--- src/core/adcs_pkg.sv ---
// constants for the converter control core and channel sequencer
// Behaviour
// - read-only identity register at 0x05 lets the host confirm the link.
// - sixty-four consecutive ones reset interface, filter, modulator and all registers.
// - early transactions are dropped and set the early-access error flag.
// - early-access flag is readable and clears only by writing one.
// - reset-seen flag sets on every reset and clears when read.
// - power-up performs the same full reset without a host command.
// - coding-select bit resets to one, selecting offset-binary coding.
// - offset binary maps zero to 0x8000, full scale 0xffff, negative 0x0000.
// - straight binary clamps negative differential inputs to 0x0000.
// - straight code is 2^16*in*gain/ref; offset code is 2^15*(that ratio+1).
// - with append set, results are data word followed by status byte.
// - status low nibble names result channel; also reset-seen and error summary.
// - channel 0 resets to 0x800100, all others to 0x000100.
// - sixteen channel registers; enabled ones join the sequence.
// - channel register holds inputs, excitation pins, setup, switch, limit, enable.
// - sequencer steps enabled channels in ascending order.
// - each selected channel settles 32 clock cycles before converting.
// - every transaction starts with a command byte: gate, read/write, target.
// - gate bit high stops the command byte from clocking in.
// - after the data phase the port waits for a new command.
// - chip select high aborts the transfer without touching registers.
package adcs_pkg;
	// ************************************************************
	// register map
	// ************************************************************
	localparam logic [5:0]  REG_STATUS = 6'h00;
	localparam logic [5:0]  REG_CTRL   = 6'h01;
	localparam logic [5:0]  REG_DATA   = 6'h02;
	localparam logic [5:0]  REG_ID     = 6'h05;
	localparam logic [5:0]  REG_ERR    = 6'h06;
	localparam logic [5:0]  REG_CH0    = 6'h09;
	localparam logic [5:0]  REG_CHLAST = 6'h18;
	localparam int          NUM_CH     = 16;
	// arbitrary identity value
	localparam logic [7:0]  ID_VALUE   = 8'h5a;
	// ************************************************************
	// fields and reset values
	// ************************************************************
	localparam int          CMD_GATE    = 7;
	localparam int          CMD_RW      = 6;
	localparam logic [15:0] CTRL_RST    = 16'h4000;
	localparam logic [15:0] CTRL_WMASK  = 16'h7f7f;
	localparam int          CTRL_CODING = 14;
	localparam int          CTRL_APPEND = 10;
	localparam int          CTRL_SELPIN = 9;
	localparam int          CTRL_MODE   = 2;
	localparam logic [3:0]  MODE_CONT   = 4'h0;
	localparam logic [3:0]  MODE_SINGLE = 4'h1;
	localparam logic [23:0] CH0_RST     = 24'h800100;
	localparam logic [23:0] CHN_RST     = 24'h000100;
	localparam int          CH_ENABLE   = 23;
	localparam int          ERR_EARLY   = 0;
	localparam logic [15:0] CODE_ZERO   = 16'h0000;
	localparam logic [15:0] CODE_MID    = 16'h8000;
	localparam logic [15:0] CODE_FULL   = 16'hffff;
	// ************************************************************
	// timing
	// ************************************************************
	localparam logic [6:0]  SOFT_RST_ONES  = 7'h40;
	localparam logic [5:0]  SETTLE_CYC     = 6'h20;
	localparam int          CLK_MHZ        = 100;
	localparam int          RDY_DELAY_NS   = 1000;
	localparam int          RDY_DELAY_CYC  = (RDY_DELAY_NS * CLK_MHZ + 999) / 1000;
endpackage

--- src/core/adcs_lnk_if.sv ---
// sampled serial link events passed from the sampler to the core
interface adcs_lnk_if;
	logic rise;
	logic fall;
	logic din;
	logic sel;
	logic sel_use;
	modport src (output rise, output fall, output din, output sel, input sel_use);
	modport dst (input rise, input fall, input din, input sel, output sel_use);
endinterface

--- src/core/adcs_core.sv ---
// converter control core: serial register port, resets, coding, sequencer
module adcs_core #(
	parameter logic [15:0] RDY_CYC = 16'(adcs_pkg::RDY_DELAY_CYC)
) (
	input  wire logic               i_clk,
	input  wire logic               i_reset_n,
	input  wire logic               i_sclk,
	input  wire logic               i_cs_n,
	input  wire logic               i_din,
	input  wire logic               i_conv_valid,
	input  wire logic signed [16:0] i_conv_raw,
	output logic                    o_dout,
	output logic                    o_ready,
	output logic                    o_core_reset,
	output logic                    o_conv_start,
	output logic [3:0]              o_current_channel,
	output logic [23:0]             o_current_cfg
);
	if (RDY_CYC < 16'h0001)
	begin : g_chk
		$error("ready delay must be at least one cycle");
	end

	// ************************************************************
	// helpers
	// ************************************************************
	function automatic logic [4:0] seek(input logic [15:0] en, input logic [4:0] from);
		logic [4:0] r;
		r = 5'h10;
		for (int i = 15; i >= 0; i--)
			if (en[i] && 5'(i) >= from)
				r = 5'(i);
		return r;
	endfunction

	function automatic logic [15:0] code(input logic signed [16:0] raw, input logic ofs);
		logic signed [17:0] t;
		t = ofs ? (18'(raw) >>> 1) + 18'sh08000 : 18'(raw);
		if (t < 0)
			return adcs_pkg::CODE_ZERO;
		else if (t > 18'sh0ffff)
			return adcs_pkg::CODE_FULL;
		else
			return t[15:0];
	endfunction

	function automatic logic is_ch(input logic [5:0] a);
		return a >= adcs_pkg::REG_CH0 && a <= adcs_pkg::REG_CHLAST;
	endfunction

	// ************************************************************
	// state
	// ************************************************************
	typedef enum logic [2:0] {ST_CMD = 3'b001, ST_WR = 3'b010, ST_RD = 3'b100} adcs_port_e;
	typedef enum logic [2:0] {SQ_IDLE = 3'b001, SQ_SETTLE = 3'b010, SQ_WAIT = 3'b100} adcs_seq_e;

	adcs_lnk_if lnk ();

	adcs_port_e  state_q, state_d;
	adcs_seq_e   seq_q, seq_d;
	logic [5:0]  bcnt_q, bcnt_d, addr_q, addr_d, wlen_q, wlen_d, settle_q, settle_d;
	logic [31:0] shin_q, shin_d, shout_q, shout_d;
	logic [6:0]  ones_q, ones_d;
	logic [15:0] rdycnt_q, rdycnt_d, ctrl_q, ctrl_d, data_q, data_d;
	logic [23:0] chan_q [adcs_pkg::NUM_CH];
	logic [23:0] chan_d [adcs_pkg::NUM_CH];
	logic [23:0] cfg_d;
	logic [15:0] en;
	logic [3:0]  data_ch_q, data_ch_d, cur_q, cur_d;
	logic        soft_q, soft_d, err_q, err_d, por_q, por_d, rdyn_q, rdyn_d;
	logic        dout_d, start_d, done_q, done_d;
	logic        rst, ready, take, ctrl_wr, err_clr, stat_rd, conv_done, nxt_found;
	logic [7:0]  status;
	logic [31:0] wv;
	logic [4:0]  nxt;

	adcs_link_sampler u_sampler (
		.i_clk     (i_clk),
		.i_reset_n (i_reset_n),
		.i_sclk    (i_sclk),
		.i_cs_n    (i_cs_n),
		.i_din     (i_din),
		.lnk       (lnk)
	);

	// power-up reset and the soft reset share one path
	assign rst         = !i_reset_n || soft_q;
	assign ready       = rdycnt_q == 16'h0000;
	assign take        = lnk.sel && lnk.rise && ready;
	assign lnk.sel_use = ctrl_q[adcs_pkg::CTRL_SELPIN];
	assign status      = {rdyn_q, err_q, 1'b0, por_q, data_ch_q};
	assign wv          = {shin_q[30:0], lnk.din};
	assign conv_done   = seq_q == SQ_WAIT && i_conv_valid;

	// ************************************************************
	// serial port and registers
	// ************************************************************
	always_comb
	begin
		state_d  = state_q;
		bcnt_d   = bcnt_q;
		addr_d   = addr_q;
		wlen_d   = wlen_q;
		shin_d   = shin_q;
		shout_d  = shout_q;
		ones_d   = ones_q;
		soft_d   = 1'b0;
		dout_d   = o_dout;
		ctrl_d   = ctrl_q;
		chan_d   = chan_q;
		data_d   = data_q;
		data_ch_d = data_ch_q;
		ctrl_wr  = 1'b0;
		err_clr  = 1'b0;
		stat_rd  = 1'b0;
		rdyn_d   = rdyn_q;
		rdycnt_d = ready ? rdycnt_q : rdycnt_q - 16'h0001;
		if (!lnk.sel)
		begin
			state_d = ST_CMD;
			bcnt_d  = 6'h00;
			ones_d  = 7'h00;
		end
		else if (lnk.rise)
		begin
			ones_d = lnk.din ? ones_q + 7'h01 : 7'h00;
			if (lnk.din && ones_q == adcs_pkg::SOFT_RST_ONES - 7'h01)
				soft_d = 1'b1;
		end
		if (lnk.sel && lnk.fall && state_q == ST_RD)
		begin
			dout_d  = shout_q[31];
			shout_d = {shout_q[30:0], 1'b0};
		end
		if (take)
		begin
			shin_d = wv;
			bcnt_d = bcnt_q + 6'h01;
			case (state_q)
				ST_CMD:
				begin
					if (bcnt_q == 6'h00 && lnk.din)
						bcnt_d = 6'h00;
					else if (bcnt_q == 6'h07)
					begin
						addr_d = wv[5:0];
						bcnt_d = 6'h00;
						wlen_d = 6'h08;
						if (wv[5:0] == adcs_pkg::REG_CTRL)
							wlen_d = 6'h10;
						else if (is_ch(wv[5:0]))
							wlen_d = 6'h18;
						else if (wv[5:0] == adcs_pkg::REG_DATA)
							wlen_d = ctrl_q[adcs_pkg::CTRL_APPEND] ? 6'h18 : 6'h10;
						state_d = wv[adcs_pkg::CMD_RW] ? ST_RD : ST_WR;
						shout_d = 32'h0;
						if (wv[5:0] == adcs_pkg::REG_STATUS)
						begin
							shout_d = {status, 24'h0};
							stat_rd = 1'b1;
						end
						else if (wv[5:0] == adcs_pkg::REG_CTRL)
							shout_d = {ctrl_q, 16'h0};
						else if (wv[5:0] == adcs_pkg::REG_DATA)
						begin
							shout_d = {data_q, 16'h0};
							if (ctrl_q[adcs_pkg::CTRL_APPEND])
							begin
								shout_d = {data_q, status, 8'h0};
								stat_rd = 1'b1;
							end
						end
						else if (wv[5:0] == adcs_pkg::REG_ID)
							shout_d = {adcs_pkg::ID_VALUE, 24'h0};
						else if (wv[5:0] == adcs_pkg::REG_ERR)
							shout_d = {7'h00, err_q, 24'h0};
						else if (is_ch(wv[5:0]))
							shout_d = {chan_q[4'(wv[5:0] - adcs_pkg::REG_CH0)], 8'h0};
						if (!wv[adcs_pkg::CMD_RW])
							stat_rd = 1'b0;
						if (wv[adcs_pkg::CMD_RW] && wv[5:0] == adcs_pkg::REG_DATA)
							rdyn_d = 1'b1;
					end
				end
				ST_WR:
				begin
					if (bcnt_q == wlen_q - 6'h01)
					begin
						state_d = ST_CMD;
						bcnt_d  = 6'h00;
						if (addr_q == adcs_pkg::REG_CTRL)
						begin
							ctrl_d  = wv[15:0] & adcs_pkg::CTRL_WMASK;
							ctrl_wr = 1'b1;
						end
						else if (addr_q == adcs_pkg::REG_ERR)
							err_clr = wv[adcs_pkg::ERR_EARLY];
						else if (is_ch(addr_q))
							chan_d[4'(addr_q - adcs_pkg::REG_CH0)] = wv[23:0];
					end
				end
				default:
				begin
					if (bcnt_q == wlen_q - 6'h01)
					begin
						state_d = ST_CMD;
						bcnt_d  = 6'h00;
					end
				end
			endcase
		end
		if (conv_done)
		begin
			data_d    = code(i_conv_raw, ctrl_q[adcs_pkg::CTRL_CODING]);
			data_ch_d = cur_q;
			rdyn_d    = 1'b0;
		end
		// a new early access beats a clear in the same cycle
		err_d = (lnk.sel && lnk.rise && !ready) ? 1'b1 : (err_clr ? 1'b0 : err_q);
		por_d = stat_rd ? 1'b0 : por_q;
	end

	always_ff @(posedge i_clk)
	begin
		if (rst)
		begin
			state_q   <= ST_CMD;
			bcnt_q    <= 6'h00;
			addr_q    <= 6'h00;
			wlen_q    <= 6'h08;
			shin_q    <= 32'h0;
			shout_q   <= 32'h0;
			ones_q    <= 7'h00;
			soft_q    <= 1'b0;
			o_dout    <= 1'b1;
			rdycnt_q  <= RDY_CYC;
			ctrl_q    <= adcs_pkg::CTRL_RST;
			for (int i = 0; i < adcs_pkg::NUM_CH; i++)
				chan_q[i] <= (i == 0) ? adcs_pkg::CH0_RST : adcs_pkg::CHN_RST;
			data_q    <= 16'h0000;
			data_ch_q <= 4'h0;
			err_q     <= 1'b0;
			por_q     <= 1'b1;
			rdyn_q    <= 1'b0;
		end
		else
		begin
			state_q   <= state_d;
			bcnt_q    <= bcnt_d;
			addr_q    <= addr_d;
			wlen_q    <= wlen_d;
			shin_q    <= shin_d;
			shout_q   <= shout_d;
			ones_q    <= ones_d;
			soft_q    <= soft_d;
			o_dout    <= dout_d;
			rdycnt_q  <= rdycnt_d;
			ctrl_q    <= ctrl_d;
			chan_q    <= chan_d;
			data_q    <= data_d;
			data_ch_q <= data_ch_d;
			err_q     <= err_d;
			por_q     <= por_d;
			rdyn_q    <= rdyn_d;
		end
	end

	// ************************************************************
	// channel sequencer
	// ************************************************************
	always_comb
	begin
		for (int i = 0; i < adcs_pkg::NUM_CH; i++)
			en[i] = chan_q[i][adcs_pkg::CH_ENABLE];
		seq_d     = seq_q;
		cur_d     = cur_q;
		settle_d  = settle_q;
		start_d   = 1'b0;
		done_d    = ctrl_wr ? 1'b0 : done_q;
		nxt       = seek(en, {1'b0, cur_q} + 5'h01);
		nxt_found = !nxt[4];
		case (seq_q)
			SQ_IDLE:
			begin
				nxt = seek(en, 5'h00);
				if ((ctrl_q[adcs_pkg::CTRL_MODE +: 4] == adcs_pkg::MODE_CONT ||
					(ctrl_q[adcs_pkg::CTRL_MODE +: 4] == adcs_pkg::MODE_SINGLE && !done_q))
					&& !nxt[4])
				begin
					cur_d    = nxt[3:0];
					settle_d = 6'h00;
					seq_d    = SQ_SETTLE;
				end
			end
			SQ_SETTLE:
			begin
				settle_d = settle_q + 6'h01;
				if (settle_q == adcs_pkg::SETTLE_CYC - 6'h01)
				begin
					start_d = 1'b1;
					seq_d   = SQ_WAIT;
				end
			end
			default:
			begin
				if (i_conv_valid)
				begin
					settle_d = 6'h00;
					if (nxt_found)
					begin
						cur_d = nxt[3:0];
						seq_d = SQ_SETTLE;
					end
					else
					begin
						// wrap in continuous mode via idle, which picks the lowest
						seq_d  = SQ_IDLE;
						done_d = ctrl_q[adcs_pkg::CTRL_MODE +: 4] == adcs_pkg::MODE_SINGLE;
					end
				end
			end
		endcase
		cfg_d = chan_q[cur_d];
	end

	always_ff @(posedge i_clk)
	begin
		if (rst)
		begin
			seq_q             <= SQ_IDLE;
			cur_q             <= 4'h0;
			settle_q          <= 6'h00;
			done_q            <= 1'b0;
			o_conv_start      <= 1'b0;
			o_current_cfg     <= 24'h0;
			o_ready           <= 1'b0;
			o_core_reset      <= 1'b1;
		end
		else
		begin
			seq_q             <= seq_d;
			cur_q             <= cur_d;
			settle_q          <= settle_d;
			done_q            <= done_d;
			o_conv_start      <= start_d;
			o_current_cfg     <= cfg_d;
			o_ready           <= ready;
			o_core_reset      <= 1'b0;
		end
	end

	assign o_current_channel = cur_q;

	// ************************************************************
	// checks
	// ************************************************************
	AST_ID_READ: assert property (@(posedge i_clk) disable iff (!i_reset_n)
		(state_q == ST_RD && $past(state_q) == ST_CMD && addr_q == adcs_pkg::REG_ID)
		|-> shout_q[31:24] == adcs_pkg::ID_VALUE) else $error("identity value wrong");
	AST_SOFT_RESET: assert property (@(posedge i_clk) disable iff (!i_reset_n)
		soft_q |=> (ctrl_q == adcs_pkg::CTRL_RST && chan_q[0] == adcs_pkg::CH0_RST
		&& por_q && o_core_reset)) else $error("soft reset incomplete");
	AST_EARLY_DROP: assert property (@(posedge i_clk) disable iff (rst)
		(lnk.sel && lnk.rise && !ready) |=> err_q && $stable(bcnt_q))
		else $error("early access not flagged");
	AST_W1C_HOLD: assert property (@(posedge i_clk) disable iff (rst)
		(err_q && !err_clr) |=> err_q) else $error("error flag lost");
	AST_POR_CLEAR: assert property (@(posedge i_clk) disable iff (rst)
		stat_rd |=> !por_q) else $error("reset flag not cleared");
	AST_POWERUP: assert property (@(posedge i_clk)
		$rose(i_reset_n) |-> (por_q && !o_ready && rdycnt_q == RDY_CYC))
		else $error("power-up reset missing");
	AST_OFFSET_ZERO: assert property (@(posedge i_clk) disable iff (rst)
		(conv_done && ctrl_q[adcs_pkg::CTRL_CODING] && i_conv_raw == 17'sh0)
		|=> data_q == adcs_pkg::CODE_MID) else $error("offset zero code wrong");
	AST_CLAMP_NEG: assert property (@(posedge i_clk) disable iff (rst)
		(conv_done && !ctrl_q[adcs_pkg::CTRL_CODING] && i_conv_raw < 0)
		|=> data_q == adcs_pkg::CODE_ZERO) else $error("negative input not clamped");
	AST_ASCEND: assert property (@(posedge i_clk) disable iff (rst)
		(conv_done && nxt_found) |=> cur_q > $past(cur_q)) else $error("sequence not ascending");
	AST_SETTLE: assert property (@(posedge i_clk) disable iff (rst)
		$rose(seq_q == SQ_SETTLE) |-> !o_conv_start [*8] ##25 o_conv_start)
		else $error("settling time wrong");
	AST_CMD_GATE: assert property (@(posedge i_clk) disable iff (rst)
		(take && state_q == ST_CMD && bcnt_q == 6'h00 && lnk.din)
		|=> (state_q == ST_CMD && bcnt_q == 6'h00)) else $error("gated command clocked");
	AST_RETURN: assert property (@(posedge i_clk) disable iff (rst)
		(take && state_q != ST_CMD && bcnt_q == wlen_q - 6'h01) |=> state_q == ST_CMD)
		else $error("port did not return to command");
	AST_ABORT: assert property (@(posedge i_clk) disable iff (rst)
		(!lnk.sel && ctrl_q == $past(ctrl_q)) |=> (state_q == ST_CMD && bcnt_q == 6'h00
		&& ctrl_q == $past(ctrl_q))) else $error("abort failed");
endmodule

--- src/core/adcs_link_sampler.sv ---
// synchronises the serial pins and finds clock edges
module adcs_link_sampler (
	input  wire logic i_clk,
	input  wire logic i_reset_n,
	input  wire logic i_sclk,
	input  wire logic i_cs_n,
	input  wire logic i_din,
	adcs_lnk_if.src   lnk
);
	logic [2:0] sclk_q;
	logic [2:0] sclk_d;
	logic [1:0] cs_q;
	logic [1:0] cs_d;
	logic [1:0] din_q;
	logic [1:0] din_d;

	always_comb
	begin
		sclk_d = {sclk_q[1:0], i_sclk};
		cs_d   = {cs_q[0], i_cs_n};
		din_d  = {din_q[0], i_din};
	end

	always_ff @(posedge i_clk)
	begin
		if (!i_reset_n)
		begin
			sclk_q <= 3'h7;
			cs_q   <= 2'h3;
			din_q  <= 2'h0;
		end
		else
		begin
			sclk_q <= sclk_d;
			cs_q   <= cs_d;
			din_q  <= din_d;
		end
	end

	// only stages two and three are looked at, never the first
	assign lnk.rise = sclk_q[1] & ~sclk_q[2];
	assign lnk.fall = ~sclk_q[1] & sclk_q[2];
	assign lnk.din  = din_q[1];
	// three-wire use: the select pin is ignored
	assign lnk.sel  = lnk.sel_use ? ~cs_q[1] : 1'b1;
endmodule

--- config.mk ---
export PLATFORM = sky130hd
export DESIGN_NAME = adcs_core
export DESIGN_NICKNAME = d
export VERILOG_FILES = /design/src/core/adcs_pkg.sv /design/src/core/adcs_lnk_if.sv /design/src/core/adcs_core.sv /design/src/core/adcs_link_sampler.sv
export SDC_FILE = /design/constraint.sdc
export NUM_CORES = 2
export LEC_CHECK = 0
export ABC_AREA = 1
export BUFFER_PORTS_ARGS = -buffer_cell sky130_fd_sc_hd__buf_2
export CAP_MARGIN = 30
export CORE_MARGIN = 4
export CORE_UTILIZATION = 55
export CTS_CLUSTER_SIZE = 20
export DETAILED_ROUTE_END_ITERATION = 10
export PLACE_DENSITY = 0.73
export SLEW_MARGIN = 0
export SYNTH_ARGS = -nofsm -noshare
export SYNTH_HDL_FRONTEND = slang
export SYNTH_HIERARCHICAL = 1
export SYNTH_SLANG_ARGS = --single-unit
--- constraint.sdc ---
create_clock -name i_clk -period 10.69 [get_ports i_clk]
set_input_delay 1.069 -clock i_clk [delete_from_list [all_inputs] [get_ports i_clk]]
set_output_delay 1.069 -clock i_clk [all_outputs]
set_load 0.03 [all_outputs]
==> summary.txt <==
Outcome
  • Status: complete, no violations

Floorplanning
  • Starting Density: 55.7%
  • Core Region: 52800 µm²
  • Site Rows: 84
  • Die area: 57200 µm²
  • # IOs: 55
  • Die width: 239 µm
  • Chip height: 239 µm

Drt
  • DR vias/cell: 6.26
  • Via count: 30300
  • Wire per inst: 21.2 µm
  • DR pass1 iterations: 6
  • Final wirelength: 103000 µm
  • Initial DRC count: 3884
  • DRC: 0
  • Routed Antenna Nets: 0

Logic synthesis
  • Synth warn: 6
  • Synthesized area: 29400 µm²
  • Post-synth cell types: 49
  • Net Count, Synth: 4342
  • Register area share after synthesis: 38.5%
  • XOR/XNOR share of the synthesized area: 0.268%
  • Synth Instances: 4305
  • Post-synth EDFFs: 0
  • Largest family of logic cells by synthesized area: compound AO/OA/AOI/OAI gates
  • Mux cell area share after synthesis: 0.306%
  • Synth Area in Compound Gates: 26.6%
  • Async S/R FF share, synth: 0%
  • Synth Area in Simple Gates: 21.2%
  • Avg Inst Size Synth: 6.83 µm²
  • Prevailing post-synth register cell: dfxtp_1
  • Synth Area in Adders: 0.596%
  • Flop and latch count out of synthesis: 566

Clock network
  • Clk buf depth: 3
  • Num CTS Buffers: 59
  • Clk sinks: 566
  • CTS tree: done
  • Clock-pin slew on the worst setup and hold paths: 0.06 ns
  • H-Tree Depth: 2
  • Postcts setup bufs: 0
  • Post-CTS Hold Buffers: 0
  • Post-CTS sizing: 0
  • Clock root buffer: clkbuf_16
  • Worst skew pair latency: 0.64 ns

Critical path
  • Register-to-Register Path Depth: 18
  • R2R Setup Slk: 5.11 ns
  • CP Capture Point: o_current_cfg[7]$_SDFF_PP0_
  • Cell Chain, Critical Path: inv_1 > ha_1 > a21oi_1 > a211oi_1 > nor2_1 > nand3_1 > nor2_1 > nand2_2 > nand2_4 > a21oi_1 > nand2_8 > nand2_8 > buf_4 > nand2_1 > nand3_1 > nand3_1 > nand3_1 > a21oi_1
  • R2r endpoint: o_current_cfg[7]$_SDFF_PP0_
  • Most used cell, CP: nand3_1
  • Slowest stage delay, CP: 0.88 ns
  • Critical Path Stages: 18
  • Crit. Startpoint: o_current_channel[0]$_SDFF_PP0_
  • CP startpoint kind: flop
  • Delay-heaviest family, CP: simple AND/OR/NAND/NOR gates
  • Max stage delay cell, worst path: nand2_8
  • Kind of end point of the critical path: flop
  • Crit path kind: flop to flop
  • Critical Path RT: 11.18 ns
  • Crit Reg-Reg Startpoint: o_current_channel[0]$_SDFF_PP0_
  • Critical Path AT: 6.07 ns
  • Crit path buf inv count: 2
  • CP Max Fanout: 118

Timing
  • RSZ-0062 raised after global routing: false
  • Minimum clock period after layout: 5.58 ns
  • Max Slew Vio Count: 0
  • Setup violators final: 0
  • Fmax achieved: 0.179 GHz
  • Final Hold Vio Count: 0
  • Clock Skews: 0.0181 ns
  • Fin crit share: 52.2%
  • Setup TNS Final: 0 ns
  • Hold WS: 0.401 ns
  • Least-Margin Pin Slew: 1.09 ns
  • Slew headroom: 27.2%

Place
  • DP HPWL: 57800 µm
  • # port buffers: 54
  • Placer Congestion: 0.916
  • DP Cell Count: 4724
  • Placed cell areas: 29600 µm²

Power and ir drop
  • Leakage power: 12.6 nW
  • Worst ir drop on vdd: 0.203 mV
  • PwrDens: 227 nW/µm²

Layout
  • Most common cell after layout, fill and taps aside: nand3_1
  • Final Non-Filler Cells: 4838
  • # fillers: 4931
  • Area of the multi-input gates: 14600 µm²
  • Fin area: 31900 µm²
  • Share of layout cells above drive strength 1: 7.23%
  • FF/Latch Area: 11300 µm²
  • Nets@finish: 4137
  • Area delta synth->final: 8.69%
  • Most frequent cells in the layout: nand3_1, dfxtp_1, inv_1

GRT
  • Vias in the first global route: 27800
  • Largest net degree at the start of global routing: 203
  • Gr ovfl total: 0
  • Initial antenna violation count: 5
  • First-pass GRT wire length: 160000 µm
  • Global Route Usage Sum: 34.8%

Min path
  • Min-Delay Path Class: flop to flop

Flow run
  • Max_cap viols: 0
==> cells by family after synthesis <==
| logic type | count (synthesis) |
|---|---|
| AOI/OAI and AO/OA | 1387 |
| xor gates and xnor gates | 9 |
| adders and majority gates | 14 |
| buffers and inverters | 937 |
| DFF | 566 |
| muxes | 9 |
| and+or+nand+nor | 1383 |
==> power breakdown <==
part / total (mW) / internal (mW) / switching, mW
registers: 2.20 / 2.16 / 0.0482
logic: 2.68 / 0.760 / 1.92
clock network: 2.37 / 1.45 / 0.916
==> flip-flops by register name, summed over array words and instances, names as in the netlist, 2 cells and up <==
register	flops
settle_q	6
bcnt_q	6
shin_q	23
u_sampler/din_q	2
seq_q	3
ones_q	7
data_ch_q	4
shout_q	32
u_sampler/sclk_q	3
rdycnt_q	16
o_current_channel	4
data_q	16
addr_q	6
ctrl_q	14
wlen_q	2
u_sampler/cs_q	2
state_q	3
chan_q	384
o_current_cfg	24
==> cell type report <==
type                       instances  share of cell area (%)
timing repair buffer             110                    2.57
clock buffer                      77                    5.31
sequential                       566                    35.5
inverter                         561                    6.63
antenna                            1                 0.00783
multi-input combinational       2802                    45.6
tap                              688                    2.69
clock inverter                    33                    1.70
==> metrics by stage <==
step	setup WS, ns	total power [mW]	utilization (%)
detailed placement	5.24	4.82	56.1
finish	5.11	7.25	60.6
global placement	5.38	4.79	56.0
CTS	5.21	7.17	60.4
floorplan	7.00	4.21	-
global route	4.71	7.57	60.5
==> layer usage <==
metal / share of wire [%] / global-route usage, % / routed length (µm)
met1: 39 / 45.7 / 40000
met5: 0.048 / 0 / 49
met2: 43 / 54.0 / 44300
met4: 5.7 / 18.0 / 5880
met3: 12 / 7.93 / 12600
==> cell usage after synthesis (45+ instances only) <==
library cell  number  share of area, %
nand3_1          657                11
dfxtp_1          566                39
inv_1            527               6.7
o21ai_0          518               8.8
a21oi_1          497               8.5
nand2_1          389               5.0
nor2_1           252               3.2
clkbuf_1         247               3.2
a211oi_1         143               3.7
a31oi_1           82               1.7
buf_2             70               1.2
o311ai_0          46               1.4
buf_1             45              0.57
==> worst min-delay path, stage by stage, from the launching register on <==
cell     delay, ns
dfxtp_1       0.30
nand2_1       0.05
inv_1         0.03
==> how the worst min path moves through the flow <==
stage | slack (ns) | to | cells past startpoint | from
final | 0.40 | u_sampler/din_q[1]$_SDFF_PN0_ | 2 | u_sampler/din_q[0]$_SDFF_PN0_
after global routing | 0.43 | u_sampler/cs_q[1]$_SDFF_PN1_ | 2 | u_sampler/cs_q[0]$_SDFF_PN1_
after CTS | 0.40 | u_sampler/sclk_q[1]$_SDFF_PN1_ | 2 | u_sampler/sclk_q[0]$_SDFF_PN1_
after detailed placement | 0.39 | u_sampler/sclk_q[1]$_SDFF_PN1_ | 2 | u_sampler/sclk_q[0]$_SDFF_PN1_
after global placement | 0.38 | u_sampler/sclk_q[1]$_SDFF_PN1_ | 2 | u_sampler/sclk_q[0]$_SDFF_PN1_
after floorplan | 0.38 | u_sampler/cs_q[1]$_SDFF_PN1_ | 2 | u_sampler/cs_q[0]$_SDFF_PN1_
(Power assumes the default switching activity.)
